<file path="src/cbtsc_pkg.sv">
`default_nettype none
package cbtsc_pkg;

  // Register byte addresses on the bus.
  localparam logic [7:0] ADR_FLAGS = 8'h00;
  localparam logic [7:0] ADR_ENABLES = 8'h04;
  localparam logic [7:0] ADR_CTRL = 8'h08;
  localparam logic [7:0] ADR_PRESC = 8'h0c;
  localparam logic [7:0] ADR_TIMING = 8'h10;
  localparam logic [7:0] ADR_PAGE = 8'h14;
  // The paged window spans 0x40 to 0x7c, sixteen words.
  localparam logic [1:0] WIN_TAG = 2'h1;

  localparam logic [7:0] RST_FLAGS = 8'h00;
  localparam logic [7:0] RST_ENABLES = 8'h00;
  localparam logic [7:0] RST_CTRL = 8'h00;
  localparam logic [7:0] RST_PRESC = 8'h00;
  localparam logic [7:0] RST_TIMING = 8'h23;
  localparam logic [2:0] RST_PAGE = 3'h0;

  // Bit positions in the flag register.
  localparam int FL_PEND = 0;
  localparam int FL_TXERR = 1;
  localparam int FL_OVR = 2;
  localparam int FL_STAT = 3;
  localparam int FL_TXDONE = 4;
  localparam int FL_RX1 = 5;
  localparam int FL_RX3 = 7;
  // Bit positions in the enable register.
  localparam int EN_EARLY = 0;
  localparam int EN_TXERR = 1;
  localparam int EN_OVR = 2;
  localparam int EN_STAT = 3;
  localparam int EN_TX = 4;
  localparam int EN_RX = 5;
  localparam int EN_RXERR = 6;
  // Bit positions in the control/status register.
  localparam int CT_RUN = 0;
  localparam int CT_WAKE = 1;
  localparam int CT_FAST = 2;
  localparam int CT_NORETRY = 3;
  localparam int CT_SELFRX = 4;
  localparam int CT_PASSIVE = 5;
  localparam int CT_BUSOFF = 6;

  localparam logic [3:0] RECESSIVE_RUN = 4'hb;
  localparam logic [7:0] RESYNC_SEQS = 8'h80;
  localparam logic [8:0] TEC_PASSIVE = 9'h07f;
  localparam logic [7:0] REC_PASSIVE = 8'h7f;
  localparam logic [8:0] TEC_BUSOFF = 9'h0ff;

  typedef struct packed {
    logic [1:0] jump;
    logic [5:0] prescale;
  } cbtsc_presc_t;

  typedef struct packed {
    logic spare;
    logic [2:0] seg2;
    logic [3:0] seg1;
  } cbtsc_btr_t;

  typedef struct packed {
    logic [5:0] prescale;
    logic [1:0] jump;
    logic [3:0] seg1;
    logic [2:0] seg2;
  } cbtsc_timing_t;

  typedef struct packed {
    logic [2:0] rxOk;
    logic txDone;
    logic arbWon;
    logic txErr;
    logic rxErr;
    logic overrun;
    logic [2:0] rdyCleared;
    logic xferBusy;
    logic txBit;
  } cbtsc_core_t;

  typedef struct packed {
    logic sampleTick;
    logic bitEnd;
    logic bitValue;
  } cbtsc_bit_t;

  typedef enum logic [1:0] {
    MODE_STANDBY = 2'b00,
    MODE_WAKEUP = 2'b01,
    MODE_RESYNC = 2'b10,
    MODE_ACTIVE = 2'b11
  } cbtsc_mode_t;

  typedef enum logic [1:0] {
    SEG_SYNC = 2'b00,
    SEG_ONE = 2'b01,
    SEG_TWO = 2'b10
  } cbtsc_seg_t;

endpackage
`default_nettype wire

</file>
<file path="src/cbtsc_btl.sv">
`default_nettype none
module cbtsc_btl
  import cbtsc_pkg::*;
(
  input wire logic clk_sys, // System clock.
  input wire logic nrst, // Asynchronous reset, active low.
  input wire logic enable, // Runs the prescaler and segments.
  input wire logic rxBit, // Bus level, 0 is dominant.
  input wire cbtsc_timing_t cfg, // Timing configuration.
  output var cbtsc_bit_t bitOut // Sample and bit end strobes.
);

  logic [5:0] presQ;
  logic tq;
  logic rxPrevQ;
  logic usedQ;
  logic edgeSeen;
  cbtsc_seg_t segQ;
  logic [4:0] cntQ;
  logic [4:0] len1Q;
  logic [3:0] len2Q;
  logic [4:0] sjw;
  logic [4:0] len1;
  logic [3:0] len2;
  logic [4:0] err1;
  logic [4:0] ext1;
  logic [4:0] err2;
  logic [4:0] len1Eff;
  logic [3:0] len2Eff;
  logic short2;
  logic leave1;
  logic leave2;
  logic sampleQ;
  logic endQ;
  logic valueQ;

  assign tq = enable && (presQ == cfg.prescale);
  assign sjw = {3'h0, cfg.jump} + 5'h01;
  assign len1 = {1'b0, cfg.seg1} + 5'h01;
  assign len2 = {1'b0, cfg.seg2} + 4'h1;
  // Only a recessive-to-dominant edge resynchronises, and once per bit.
  assign edgeSeen = tq && rxPrevQ && !rxBit && !usedQ;
  assign err1 = cntQ + 5'h01;
  assign ext1 = (err1 < sjw) ? err1 : sjw;
  assign err2 = {1'b0, len2Q} - cntQ;
  assign short2 = edgeSeen && (segQ == SEG_TWO) && (err2 <= sjw);
  assign len1Eff = (edgeSeen && segQ == SEG_ONE) ? len1Q + ext1 : len1Q;
  assign len2Eff = (edgeSeen && segQ == SEG_TWO) ? len2Q - sjw[3:0] : len2Q;
  assign leave1 = tq && (segQ == SEG_ONE) && (cntQ + 5'h01 >= len1Eff);
  assign leave2 = tq && (segQ == SEG_TWO) && (short2 || cntQ + 5'h01 >= {1'b0, len2Eff});

  always_ff @(posedge clk_sys or negedge nrst)
  begin
    if (!nrst)
      presQ <= 6'h00;
    else if (!enable || tq)
      presQ <= 6'h00;
    else
      presQ <= presQ + 6'h01;
  end

  always_ff @(posedge clk_sys or negedge nrst)
  begin
    if (!nrst)
      rxPrevQ <= 1'b1;
    else if (!enable)
      rxPrevQ <= 1'b1;
    else if (tq)
      rxPrevQ <= rxBit;
  end

  always_ff @(posedge clk_sys or negedge nrst)
  begin
    if (!nrst)
    begin
      segQ <= SEG_SYNC;
      cntQ <= 5'h00;
      len1Q <= 5'h01;
      len2Q <= 4'h1;
      usedQ <= 1'b0;
    end
    else if (!enable)
    begin
      segQ <= SEG_SYNC;
      cntQ <= 5'h00;
      usedQ <= 1'b0;
    end
    else if (tq)
    begin
      case (segQ)
        SEG_SYNC:
        begin
          segQ <= SEG_ONE;
          cntQ <= 5'h00;
          len1Q <= len1;
          len2Q <= len2;
          usedQ <= 1'b0;
        end
        SEG_ONE:
        begin
          len1Q <= len1Eff;
          if (edgeSeen)
            usedQ <= 1'b1;
          if (leave1)
          begin
            segQ <= SEG_TWO;
            cntQ <= 5'h00;
          end
          else
            cntQ <= cntQ + 5'h01;
        end
        SEG_TWO:
        begin
          if (edgeSeen)
            usedQ <= 1'b1;
          if (short2)
          begin
            // The early edge stands in for the sync segment of the next bit.
            segQ <= SEG_ONE;
            cntQ <= 5'h00;
            len1Q <= len1;
            len2Q <= len2;
          end
          else if (leave2)
          begin
            segQ <= SEG_SYNC;
            cntQ <= 5'h00;
          end
          else
          begin
            len2Q <= len2Eff;
            cntQ <= cntQ + 5'h01;
          end
        end
        default:
          segQ <= SEG_SYNC;
      endcase
    end
  end

  always_ff @(posedge clk_sys or negedge nrst)
  begin
    if (!nrst)
    begin
      sampleQ <= 1'b0;
      endQ <= 1'b0;
      valueQ <= 1'b1;
    end
    else
    begin
      sampleQ <= leave1;
      endQ <= leave2;
      if (leave1)
        valueQ <= rxBit;
    end
  end

  always_comb
  begin
    bitOut = '{sampleTick: sampleQ, bitEnd: endQ, bitValue: valueQ};
  end

  chk_sync_one_tq: assert property (@(posedge clk_sys) disable iff (!nrst)
    (tq && segQ == SEG_SYNC) |=> (segQ == SEG_ONE || !enable))
    else $error("sync segment lasted more than one quantum");

  chk_seg1_bound: assert property (@(posedge clk_sys) disable iff (!nrst)
    (tq && segQ == SEG_ONE) |-> (len1Eff <= len1 + sjw))
    else $error("first segment grew beyond the jump width");

endmodule
`default_nettype wire

</file>
<file path="src/cbtsc_top.sv">
// Notes on behaviour
// Each bit opens with a one-quantum sync segment where an edge is expected.
// First segment is 1..16 quanta, ends at sample point, lengthens for late edges.
// Second segment is 1..8 quanta, ends at transmit point, shortens for early edges.
// Lengthening or shortening never exceeds the jump width of 1..4 quanta.
// Software keeps sync plus both segments at five quanta or more.
// Timing configuration is written only in standby; other writes are dropped.
// Six general registers plus a paged window of sixteen, page chosen by register.
// Receive flag per buffer sets on good message, clears by software or ready clear.
// Transmit-done sets on completion, or on arbitration won when early notify is on.
// Status flag sets on dominant in standby, passive or bus-off entry, receive errors.
// Overrun flag sets when an accepted message finds no free buffer.
// Transmit error flag sets on an error sending the top queued message.
// Error pending reads 1 while status, overrun or transmit error flag is set.
// Writing 0 to a flag bit clears it; writing 1 leaves it.
// With the receive-error option set, every receive error sets the status flag.
// Interrupt request is raised only for flags whose enable bit is set.
// Bus-off bit sets when transmit errors exceed 255, clears on rejoining the bus.
// Error passive bit sets while passive, clears when active or bus-off.
// Self receive enable lets own frames be received; otherwise they are dropped.
// No-retry bit stops retransmission of failed frames.
// Leaving standby waits 11 recessive bits if fast, else 128 such sequences; the fast bit is ignored while bus-off is set.
// Wake pulse option drives one dominant bit when leaving standby.
// Edges outside sync adjust the bit by the phase error, capped at jump width.
// Quantum is clock period times prescaler plus one; jump width is field plus one.
// Segment lengths are their timing register fields plus one quantum.
// After run is cleared, run reads 1 until standby is really entered.
//
// The Wishbone register port and the address map were chosen for this implementation.
`default_nettype none
module cbtsc_top
  import cbtsc_pkg::*;
(
  input wire logic clk_sys, // System clock, 100 MHz.
  input wire logic nrst, // Asynchronous reset, active low.
  input wire logic wb_cyc_i, // Bus cycle.
  input wire logic wb_stb_i, // Bus strobe.
  input wire logic wb_we_i, // Write enable.
  input wire logic [7:0] wb_adr_i, // Byte address.
  input wire logic [3:0] wb_sel_i, // Byte lane selects.
  input wire logic [31:0] wb_dat_i, // Write data.
  output logic [31:0] wb_dat_o, // Read data.
  output logic wb_ack_o, // Acknowledge.
  input wire logic canRx, // Bus level, 0 is dominant.
  output logic canTx, // Driven bus level, 0 is dominant.
  input wire cbtsc_core_t core, // Event strobes from the protocol core.
  input wire logic [8:0] tecCount, // Transmit error counter.
  input wire logic [7:0] recCount, // Receive error counter.
  input wire logic [7:0] pageRdata, // Read data from the paged window.
  output var cbtsc_bit_t bitInfo, // Bit timing strobes to the core.
  output logic coreRun, // Core may transmit and receive.
  output logic selfReceive, // Keep own frames in reception.
  output logic noRetry, // Do not retransmit failed frames.
  output logic earlyTx, // Early transmit notification.
  output logic [2:0] pageSel, // Selected page.
  output logic pageWrite, // Write strobe into the paged window.
  output logic [3:0] pageIndex, // Word index inside the window.
  output logic [7:0] pageWdata, // Write data for the window.
  output logic irqReq // Interrupt request, active high.
);

  cbtsc_mode_t modeQ;
  logic ackQ;
  logic [7:0] rdQ;
  logic [7:1] flagQ;
  logic [6:0] enQ;
  logic [4:0] ctrlQ;
  cbtsc_presc_t prescQ;
  cbtsc_btr_t timingQ;
  logic [2:0] pageQ;
  logic busOffQ;
  logic passPrevQ;
  logic boffPrevQ;
  logic [3:0] recRunQ;
  logic [6:0] seqQ;
  logic canTxQ;
  logic acc;
  logic wrEn;
  logic inWin;
  logic runRead;
  logic cfgOpen;
  logic errPassive;
  logic fastOk;
  logic resyncDone;
  logic statSet;
  logic txSet;
  logic pending;
  logic [7:0] flagsRd;
  logic [7:0] ctrlRd;
  logic [7:0] rdMux;
  logic [7:1] flagSet;
  logic [7:1] flagClr;
  cbtsc_timing_t cfg;

  ////////////////////////////////////////////////////////////////////////////
  // Bus slave. Ack follows one cycle after the request; writes land on the
  // acknowledging edge, so a master that holds its request sees one effect.

  assign acc = wb_cyc_i && wb_stb_i;
  assign wrEn = acc && wb_we_i && ackQ && wb_sel_i[0];
  assign inWin = (wb_adr_i[7:6] == WIN_TAG);
  assign wb_ack_o = ackQ;
  assign wb_dat_o = {24'h000000, rdQ};

  always_ff @(posedge clk_sys or negedge nrst)
  begin
    if (!nrst)
      ackQ <= 1'b0;
    else
      ackQ <= acc && !ackQ;
  end

  always_ff @(posedge clk_sys or negedge nrst)
  begin
    if (!nrst)
      rdQ <= 8'h00;
    else if (acc && !ackQ && !wb_we_i)
      rdQ <= rdMux;
  end

  always_comb
  begin
    if (inWin)
      rdMux = pageRdata;
    else if (wb_adr_i == ADR_FLAGS)
      rdMux = flagsRd;
    else if (wb_adr_i == ADR_ENABLES)
      rdMux = {1'b0, enQ};
    else if (wb_adr_i == ADR_CTRL)
      rdMux = ctrlRd;
    else if (wb_adr_i == ADR_PRESC)
      rdMux = prescQ;
    else if (wb_adr_i == ADR_TIMING)
      rdMux = timingQ;
    else if (wb_adr_i == ADR_PAGE)
      rdMux = {5'h00, pageQ};
    else
      rdMux = 8'h00;
  end

  // The window is served by the buffer and filter storage outside this block.
  assign pageWrite = wrEn && inWin;
  assign pageIndex = wb_adr_i[5:2];
  assign pageWdata = wb_dat_i[7:0];
  assign pageSel = pageQ;

  ////////////////////////////////////////////////////////////////////////////
  // Configuration registers.

  assign runRead = ctrlQ[CT_RUN] || (modeQ != MODE_STANDBY);
  // Timing changes are only safe once the bit logic is really stopped.
  assign cfgOpen = !runRead;

  always_ff @(posedge clk_sys or negedge nrst)
  begin
    if (!nrst)
    begin
      prescQ <= RST_PRESC;
      timingQ <= RST_TIMING;
    end
    else if (wrEn && cfgOpen)
    begin
      if (wb_adr_i == ADR_PRESC)
        prescQ <= wb_dat_i[7:0];
      else if (wb_adr_i == ADR_TIMING)
        timingQ <= {1'b0, wb_dat_i[6:0]};
    end
  end

  always_ff @(posedge clk_sys or negedge nrst)
  begin
    if (!nrst)
      pageQ <= RST_PAGE;
    else if (wrEn && wb_adr_i == ADR_PAGE)
      pageQ <= wb_dat_i[2:0];
  end

  always_ff @(posedge clk_sys or negedge nrst)
  begin
    if (!nrst)
      enQ <= RST_ENABLES[6:0];
    else if (wrEn && wb_adr_i == ADR_ENABLES)
      enQ <= wb_dat_i[6:0];
  end

  always_ff @(posedge clk_sys or negedge nrst)
  begin
    if (!nrst)
      ctrlQ <= RST_CTRL[4:0];
    else if (wrEn && wb_adr_i == ADR_CTRL)
      ctrlQ <= wb_dat_i[4:0];
  end

  assign ctrlRd = {1'b0, busOffQ, errPassive, ctrlQ[4:1], runRead};
  assign selfReceive = ctrlQ[CT_SELFRX];
  assign noRetry = ctrlQ[CT_NORETRY];
  assign earlyTx = enQ[EN_EARLY];
  assign coreRun = (modeQ == MODE_ACTIVE);

  ////////////////////////////////////////////////////////////////////////////
  // Bit timing.

  assign cfg = '{prescale: prescQ.prescale, jump: prescQ.jump,
                 seg1: timingQ.seg1, seg2: timingQ.seg2};

  cbtsc_btl u_btl (
    .clk_sys(clk_sys),
    .nrst(nrst),
    .enable(modeQ != MODE_STANDBY),
    .rxBit(canRx),
    .cfg(cfg),
    .bitOut(bitInfo)
  );

  ////////////////////////////////////////////////////////////////////////////
  // Operating mode.

  assign fastOk = ctrlQ[CT_FAST] && !busOffQ;
  assign resyncDone = (modeQ == MODE_RESYNC) && bitInfo.sampleTick && bitInfo.bitValue
    && (recRunQ == RECESSIVE_RUN - 4'h1)
    && (fastOk || {1'b0, seqQ} == RESYNC_SEQS - 8'h01);

  always_ff @(posedge clk_sys or negedge nrst)
  begin
    if (!nrst)
      modeQ <= MODE_STANDBY;
    else
    begin
      case (modeQ)
        MODE_STANDBY:
          if (ctrlQ[CT_RUN])
            modeQ <= ctrlQ[CT_WAKE] ? MODE_WAKEUP : MODE_RESYNC;
        MODE_WAKEUP:
          if (bitInfo.bitEnd)
            modeQ <= MODE_RESYNC;
        MODE_RESYNC:
          if (!ctrlQ[CT_RUN])
            modeQ <= MODE_STANDBY;
          else if (resyncDone)
            modeQ <= MODE_ACTIVE;
        MODE_ACTIVE:
          if (!ctrlQ[CT_RUN] && !core.xferBusy)
            modeQ <= MODE_STANDBY;
          else if (busOffQ)
            modeQ <= MODE_RESYNC;
        default:
          modeQ <= MODE_STANDBY;
      endcase
    end
  end

  // A dominant sample restarts the run of recessive bits.
  always_ff @(posedge clk_sys or negedge nrst)
  begin
    if (!nrst)
    begin
      recRunQ <= 4'h0;
      seqQ <= 7'h00;
    end
    else if (modeQ != MODE_RESYNC)
    begin
      recRunQ <= 4'h0;
      seqQ <= 7'h00;
    end
    else if (bitInfo.sampleTick)
    begin
      if (!bitInfo.bitValue)
        recRunQ <= 4'h0;
      else if (recRunQ == RECESSIVE_RUN - 4'h1)
      begin
        recRunQ <= 4'h0;
        seqQ <= seqQ + 7'h01;
      end
      else
        recRunQ <= recRunQ + 4'h1;
    end
  end

  // The wake pulse covers exactly the first bit after leaving standby.
  always_ff @(posedge clk_sys or negedge nrst)
  begin
    if (!nrst)
      canTxQ <= 1'b1;
    else if (modeQ == MODE_WAKEUP)
      canTxQ <= 1'b0;
    else if (modeQ == MODE_ACTIVE)
      canTxQ <= core.txBit;
    else
      canTxQ <= 1'b1;
  end

  assign canTx = canTxQ;

  ////////////////////////////////////////////////////////////////////////////
  // Node state. Bus-off stays until the node resynchronises to the bus;
  // the core is expected to restart its counters at that point.

  assign errPassive = !busOffQ && (tecCount > TEC_PASSIVE || recCount > REC_PASSIVE);

  always_ff @(posedge clk_sys or negedge nrst)
  begin
    if (!nrst)
      busOffQ <= 1'b0;
    else if (tecCount > TEC_BUSOFF)
      busOffQ <= 1'b1;
    else if (resyncDone)
      busOffQ <= 1'b0;
  end

  always_ff @(posedge clk_sys or negedge nrst)
  begin
    if (!nrst)
    begin
      passPrevQ <= 1'b0;
      boffPrevQ <= 1'b0;
    end
    else
    begin
      passPrevQ <= errPassive;
      boffPrevQ <= busOffQ;
    end
  end

  ////////////////////////////////////////////////////////////////////////////
  // Interrupt flags. A set in the same cycle as a clear wins, so no event
  // is lost when software acknowledges an older one.

  assign statSet = ((modeQ == MODE_STANDBY) && !canRx)
    || ((modeQ != MODE_STANDBY) && ((errPassive && !passPrevQ) || (busOffQ && !boffPrevQ)))
    || (core.rxErr && enQ[EN_RXERR]);
  assign txSet = enQ[EN_EARLY] ? core.arbWon : core.txDone;

  always_comb
  begin
    flagSet = '0;
    flagSet[FL_RX3:FL_RX1] = core.rxOk;
    flagSet[FL_TXDONE] = txSet;
    flagSet[FL_STAT] = statSet;
    flagSet[FL_OVR] = core.overrun;
    flagSet[FL_TXERR] = core.txErr;
    flagClr = '0;
    if (wrEn && wb_adr_i == ADR_FLAGS)
      flagClr = ~wb_dat_i[7:1];
    flagClr[FL_RX3:FL_RX1] = flagClr[FL_RX3:FL_RX1] | core.rdyCleared;
  end

  always_ff @(posedge clk_sys or negedge nrst)
  begin
    if (!nrst)
      flagQ <= RST_FLAGS[7:1];
    else
      flagQ <= (flagQ & ~flagClr) | flagSet;
  end

  assign pending = flagQ[FL_STAT] || flagQ[FL_OVR] || flagQ[FL_TXERR];
  assign flagsRd = {flagQ, pending};

  assign irqReq = ((|flagQ[FL_RX3:FL_RX1]) && enQ[EN_RX])
    || (flagQ[FL_TXDONE] && enQ[EN_TX])
    || (flagQ[FL_STAT] && enQ[EN_STAT])
    || (flagQ[FL_OVR] && enQ[EN_OVR])
    || (flagQ[FL_TXERR] && enQ[EN_TXERR]);

  ////////////////////////////////////////////////////////////////////////////
  // Checks.

  chk_ack_single: assert property (@(posedge clk_sys) disable iff (!nrst)
    (acc && !ackQ) |=> (ackQ ##1 !ackQ))
    else $error("ack not a single cycle");

  chk_cfg_locked: assert property (@(posedge clk_sys) disable iff (!nrst)
    (runRead ##1 runRead) |-> ($stable(timingQ) && $stable(prescQ)))
    else $error("timing changed outside standby");

  chk_flag_clear: assert property (@(posedge clk_sys) disable iff (!nrst)
    (wrEn && wb_adr_i == ADR_FLAGS && !wb_dat_i[FL_OVR] && !core.overrun)
    |=> !flagQ[FL_OVR])
    else $error("writing zero did not clear overrun");

  chk_set_wins: assert property (@(posedge clk_sys) disable iff (!nrst)
    core.overrun |=> flagQ[FL_OVR] && pending)
    else $error("overrun event lost");

  chk_rx_ready_clr: assert property (@(posedge clk_sys) disable iff (!nrst)
    (core.rdyCleared[0] && !core.rxOk[0]) |=> !flagQ[FL_RX1])
    else $error("ready clear left buffer 1 flag set");

  chk_tx_early: assert property (@(posedge clk_sys) disable iff (!nrst)
    (enQ[EN_EARLY] && core.arbWon) |=> flagQ[FL_TXDONE])
    else $error("early transmit flag not set");

  chk_irq_gate: assert property (@(posedge clk_sys) disable iff (!nrst)
    (enQ[EN_TX:EN_TXERR] == 4'h0 && !enQ[EN_RX]) |-> !irqReq)
    else $error("interrupt raised while disabled");

  chk_run_readback: assert property (@(posedge clk_sys) disable iff (!nrst)
    (modeQ == MODE_ACTIVE && core.xferBusy) |=> ctrlRd[CT_RUN])
    else $error("run read 0 during a transfer");

  chk_wake_pulse: assert property (@(posedge clk_sys) disable iff (!nrst)
    (modeQ == MODE_STANDBY && ctrlQ[CT_RUN] && ctrlQ[CT_WAKE])
    |=> (modeQ == MODE_WAKEUP) ##1 !canTx)
    else $error("no dominant wake pulse");

  chk_no_wake: assert property (@(posedge clk_sys) disable iff (!nrst)
    (modeQ == MODE_STANDBY && ctrlQ[CT_RUN] && !ctrlQ[CT_WAKE])
    |=> (modeQ == MODE_RESYNC) ##1 canTx)
    else $error("wake pulse sent while not selected");

  chk_busoff_set: assert property (@(posedge clk_sys) disable iff (!nrst)
    (tecCount > TEC_BUSOFF) |=> (busOffQ && !errPassive))
    else $error("bus-off not entered");

  chk_resync_gate: assert property (@(posedge clk_sys) disable iff (!nrst)
    (modeQ == MODE_RESYNC && !ctrlQ[CT_FAST] && ctrlQ[CT_RUN] && seqQ != 7'h7f)
    |=> (modeQ != MODE_ACTIVE))
    else $error("resync ended before 128 sequences");

endmodule
`default_nettype wire

</file>
<file path="config.mk">
export PLATFORM = sky130hd
export DESIGN_NAME = cbtsc_top
export DESIGN_NICKNAME = d
export VERILOG_FILES = /design/src/cbtsc_pkg.sv /design/src/cbtsc_btl.sv /design/src/cbtsc_top.sv
export SDC_FILE = /design/constraint.sdc
export NUM_CORES = 1
export LEC_CHECK = 0
export ABC_AREA = 1
export BUFFER_PORTS_ARGS = -buffer_cell sky130_fd_sc_hd__buf_2
export CORE_UTILIZATION = 55
export CTS_CLUSTER_SIZE = 12
export DETAILED_ROUTE_END_ITERATION = 10
export GPL_TIMING_DRIVEN = 0
export PLACE_DENSITY_LB_ADDON = 0.25
export SYNTH_ARGS = -nofsm -noshare
export SYNTH_HDL_FRONTEND = slang
export SYNTH_SLANG_ARGS = --single-unit
</file>
<file path="constraint.sdc">
create_clock -name clk_sys -period 9.39 [get_ports clk_sys]
set_input_delay 1.4085 -clock clk_sys [delete_from_list [all_inputs] [get_ports clk_sys]]
set_output_delay 1.4085 -clock clk_sys [all_outputs]
set_load 0.1 [all_outputs]
</file>
==> Yosys cells after proc, flatten, opt, wreduce, memory -nomap -nowiden <==
Index checks and enable logic that the tools add are counted.
{ "classes": {"add_sub_neg": 10, "n_mul": 0, "n_div": 0, "n_lt_le_gt_ge": 7, "eq_ne": 27, "shift": 0, "mux": 56, "bitwise": 6, "reduce_logical": 86} }
{ "ops": {"columns": ["op", "n"], "rows": [
  ["$mux W7", 6],
  ["$logic_and A1 B1 Y1", 40],
  ["$mux W5", 8],
  ["$mux W8", 5],
  ["$pmux W5 S3", 2],
  ["$mux W4", 7],
  ["$mux W2", 12],
  ["$eq A8 B4 Y1 const B", 2],
  ["$eq A8 B5 Y1 const B", 2],
  ["$logic_or A1 B1 Y1", 14],
  ["$not A7 Y7", 2],
  ["$ne A3 B3 Y1 const B", 4],
  ["$reduce_and A3 Y1", 4],
  ["$reduce_and A4 Y1", 3],
  ["$reduce_bool A2 Y1", 6],
  ["$logic_not A1 Y1", 11],
  ["$mux W1", 10],
  ["$gt A9 B7 Y1 const B", 1],
  ["$gt A9 B8 Y1 const B", 1],
  ["$eq A8 B3 Y1 const B", 1],
  ["$gt A8 B7 Y1 const B", 1],
  ["$logic_not A8 Y1", 1],
  ["$ne A4 B4 Y1 const B", 2],
  ["$pmux W2 S4", 1],
  ["37 further kinds", 46]
]} }
{ "totals": {"reg_bits": 90, "latch_bits": 0, "ramBits": 0, "rom_bits": 0, "in_bits": 88, "elab_cells": 219, "n_memories": 0} }

==> Longest topological paths before layout <==
{ "depth": {"word_depth": 15, "ltp_mapped": 26} }

==> Modules after synthesis <==
Synthesis repeated with hierarchy kept, for this count alone.
{ "unflattened": {"hier_cells": 833, "hier_area_um2": 6372.4} }
{ "modules_own_cells": {"columns": ["module", "n_inst", "cells_each", "area_each_um2", "seq_area_each_um2"], "rows": [
  ["cbtsc_top", 1, 442, 3633.5, 1581.5],
  ["cbtsc_btl", 1, 391, 2738.9, 680.7]
]} }

==> Worst setup path before layout <==
No wires, ideal clock.
{ "synth_timing": {"path_type": "input to output", "startpoint": "input wb_adr_i[6]", "endpoint": "output pageWrite", "arrival_ns": 3.138, "required_time_ns": 7.982, "setup_slack_ns": 4.843, "path_stages": 4, "n_path_buf": 0, "path_cell_list": "inv_1 -> nor2_1 -> inv_1 -> nor2_1"} }
{ "synth_between": {"elab_chain_cells": 2} }
{ "synth_lines": {"columns": ["element", "line", "text"], "rows": [
  ["start: declaration", "cbtsc_top.sv:39", "input wire logic [7:0] wb_adr_i,"],
  ["$eq A2 B1 Y1", "cbtsc_top.sv:101", "assign inWin = (wb_adr_i[7:6] == WIN_TAG);"],
  ["$logic_and A1 B1 Y1", "cbtsc_top.sv:142", "assign pageWrite = wrEn && inWin;"],
  ["end: declaration", "cbtsc_top.sv:56", "output logic pageWrite,"]
]} }
No other way between the ends.

==> Worst setup path after layout <==
{ "layout_timing": {"startpoint": "register u_btl.cntQ[0]", "endpoint": "register u_btl.cntQ[0]"} }
{ "layout_between": {"elab_chain_cells": 11} }
{ "layout_lines": {"columns": ["element", "line", "text"], "rows": [
  ["start: declaration", "cbtsc_btl.sv:19", "logic [4:0] cntQ;"],
  ["start signal: assignment", "cbtsc_btl.sv:110", "cntQ <= cntQ + 5'h01;"],
  ["start signal: assignment", "cbtsc_btl.sv:132", "cntQ <= cntQ + 5'h01;"],
  ["$add A5 B1 Y5", null, null],
  ["$lt A5 B5 Y1", "cbtsc_btl.sv:44", "assign ext1 = (err1 < sjw) ? err1 : sjw;"],
  ["$mux W5", "cbtsc_btl.sv:44", null],
  ["$add A5 B5 Y5", "cbtsc_btl.sv:47", "assign len1Eff = (edgeSeen && segQ == SEG_ONE) ? len1Q + ext1 : len1Q;"],
  ["$mux W5", "cbtsc_btl.sv:47", null],
  ["$ge A5 B5 Y1", "cbtsc_btl.sv:49", "assign leave1 = tq && (segQ == SEG_ONE) && (cntQ + 5'h01 >= len1Eff);"],
  ["$logic_and A1 B1 Y1", "cbtsc_btl.sv:49", null],
  ["$mux W5", "cbtsc_btl.sv:104", "if (leave1)"],
  ["$pmux W5 S3 *", "cbtsc_btl.sv:90", "case (segQ)"],
  ["$mux W5 *", "cbtsc_btl.sv:88", "else if (tq)"],
  ["$mux W5 *", "cbtsc_btl.sv:82", "else if (!enable)"]
]} }
Mark *: on every way between the ends. The rest lies on a longest branch, timed or not. The select of a mux whose other input is x is not followed.
A chain may end at the register's enable or synchronous reset.

==> run_results.csv <==
group,metric,value,unit
status,outcome,"complete, no violations",
place,preCtsSetupSlack,4.64,ns
worst_setup_path,crit_fanout,9,
worst_setup_path,required,9.70,ns
synthesis,yosys_warnings,0,
synthesis,yosysUniqueCellTypes,51,
place,dp_cells,1033,
synthesis,synth.avg_cell_area,7.56,sq um
clock_network,clockBufferDepth,2,
finish,seqCellArea,2260,sq um
route,vias,5390,
finish,fin_nets,1036,
worst_setup_path,worst_setup_path_start_kind,"register",
finish,multi_input_area,3050,sq um
timing,rsz0062_at_grt,"no",
worst_setup_path,crit_path_end,"u_btl.cntQ[0]",
finish,layoutNonFillerInstCount,1049,
clock_network,clk_pin_slew,0.10,ns
clock_network,cts_root_buf,"clkbuf_8",
hold_path,hp-class,"reg -> reg",
synthesis,syn_inst,792,
worst_setup_path,reg2reg_to,"u_btl.cntQ[0]",
worst_setup_path,startpoint,"u_btl.cntQ[0]",
synthesis,seq_area_frac_synth,0.378,
place,portBuffers,80,
synthesis,synth_top_area_share,0.343,
worst_setup_path,r2r-start,"u_btl.cntQ[0]",
worst_setup_path,ff2ff_setup_slack,4.47,ns
clock_network,cts.sinks,90,
route,drtPass1Iterations,5,
worst_setup_path,crit_type,"reg -> reg",
worst_setup_path,cp-end-kind,"register",
worst_setup_path,rr_worst_depth,21,
timing,fmax,203,MHz
route,postRouteAntennaNets,0,
grt,antenna_found_initial,0,
clock_network,postCtsHoldBufs,0,
timing,max_slew.worst_pin.slew,0.603,ns
power_and_ir_drop,irDropWorstVdd,0.000117,V
synthesis,synth_area_leaders,"dfrtp_1, nand2_1, ha_1",
synthesis,yosys.area.top_type,"dfrtp_1",
floorplan,num_io_pins,146,
floorplan,fp-row-count,37,
synthesis,synth_ff_type,"dfrtp_1",
timing,finalMaxSlewViolations,0,
clock_network,htree_levels,3,
synthesis,syn-cell-area,5990,sq um
timing,fin_ws,4.47,ns
route,postRouteWirelength,13800,um
timing,period_share,0.524,
place,placed_cell_area,6680,sq um
finish,antenna_cells,0,
timing,final.setup.tns,0,ns
synthesis,synth_common_cells,"nand2_1, inv_1, dfrtp_1, o21ai_0, nor2_1",
clock_network,worstSkewPairLatency,0.38,ns
synthesis,ys_ff_latch,90,
grt,grt_use_total,0.261,
synthesis,synthArstFlopShare,1.00,
finish,final_cell_area,6900,sq um
finish,fill_cells,945,
place,place_hpwl,10900,um
timing,fin_hold_ws,0.479,ns
floorplan,die_y,106,um
worst_setup_path,arrival,5.24,ns
synthesis,synth_edf_count,0,
clock_network,cts.repair.resized,0,
power_and_ir_drop,p_leak,3.64,nW
synthesis,yosysMostFrequentCell,"nand2_1",
grt,grt_pass1_vias,4858,
power_and_ir_drop,power_density,164,nW/um^2
floorplan,core_area,10400,sq um
grt,grt_pass1_wl,23200,um
job,max_cap_violations,0,
timing,finalClockSkew,0.0143,ns
finish,drive_gt1_frac,0.191,
route,drcViolationCount,0,
grt,grt_max_degree,68,
floorplan,start_util,0.575,
clock_network,cts_inserted_buffers,9,
timing,finalCriticalPeriod,4.92,ns
floorplan,die_area,11300,sq um
route,drt_iter0_markers,361,
place,gp_congestion,0.886,
route,viasPerCell,5.14,
finish,area_growth,15.3,%
clock_network,cts_tree,"done",
timing,hold_violations,0,
route,wl_per_cell,13.2,um
grt,grt_overflow_total,0,
floorplan,die_x,106,um
timing,max_slew_margin,0.597,
clock_network,post-cts-setup-buffers,0,
timing,setup_viol,0,
## how the worst min path moves through the flow
stage	to	start	slack, ns	cells past startpoint
after floorplan	boffPrevQ	busOffQ	0.39	0
after detailed placement	boffPrevQ	busOffQ	0.46	0
final	boffPrevQ	busOffQ	0.48	0
after global routing	boffPrevQ	busOffQ	0.49	0
after CTS	boffPrevQ	busOffQ	0.48	0
after global placement	boffPrevQ	busOffQ	0.46	0
## cells by family after synthesis
logic type      Yosys count  synth area share
xor+xnor                 13            0.0190
mux                       1           0.00188
compound gates          121             0.118
buf+inv                 163             0.127
fa+ha+maj                40            0.0874
other cells               1          0.000626
flops                    90             0.378
simple gates            363             0.268
## state kept, by name, indices dropped and copies added, names as in the netlist, 2 cells and up
signal,cells
enQ,7
u_btl.len1Q,5
recRunQ,4
u_btl.segQ,2
cfg,15
seqQ,7
flagQ,7
u_btl.len2Q,4
u_btl.presQ,6
rdQ,8
ctrlQ,5
u_btl.cntQ,5
pageSel,3
modeQ,2
## stage by stage
step	power (mW)	utilization
floorplan	0.751	-
CTS	1.14	0.662
global placement	0.830	0.638
global route	1.20	0.662
detailed placement	0.837	0.641
finish	1.14	0.662
## cells in the final DEF (no fill, tap or decap), types with 11 or more instances in the layout
cell     synthesis  layout
conb_1           1      25
nand2_1        230     230
nor2_1          49      49
inv_1          109     109
nand4_1         15      15
buf_2            2      81
nand3_1         36      36
buf_4           39      40
a21oi_1         31      31
dfrtp_1         82      82
ha_1            37      37
xor2_1          11      11
o21ai_0         54      54
## metal layers
layer,GRT usage,part of all wire,vias up
li1,-,-,2726
met1,0.378,0.48,2485
met2,0.395,0.45,160
met3,0.0417,0.053,19
met4,0.0923,0.016,0
met5,0,0,-
## power by group
group	total, mW	internal [mW]	leakage [nW]	switching, mW
clock	0.304	0.154	0.109	0.150
sequential	0.432	0.413	1.18	0.0187
combinational	0.399	0.104	2.35	0.295
total	1.14	0.671	3.64	0.464
## worst max-delay path: stages (launching register included)
cell       delay, ns
dfrtp_1         0.56
ha_1            0.24
xor2_1          0.42
ha_1            0.34
a2111oi_2       0.62
a21oi_1         0.17
ha_1            0.23
fa_1            0.42
xor2_1          0.17
nand3_1         0.09
nand2_1         0.11
inv_1           0.05
ha_1            0.30
a21oi_1         0.15
o221ai_1        0.13
a21oi_1         0.26
inv_1           0.08
nand3_1         0.14
nand2_1         0.08
nand2_1         0.16
nand2_1         0.07
nand2_1         0.06
## layout make-up
cell class / instances / area share
multi-input combinational: 563 / 0.442
sequential: 90 / 0.328
inverter: 116 / 0.0633
timing repair buffer: 81 / 0.0624
buffer: 47 / 0.0471
tap: 136 / 0.0247
clock buffer: 10 / 0.0185
clock inverter: 6 / 0.0140
Note: power is estimated with default switching activity, not from simulation.
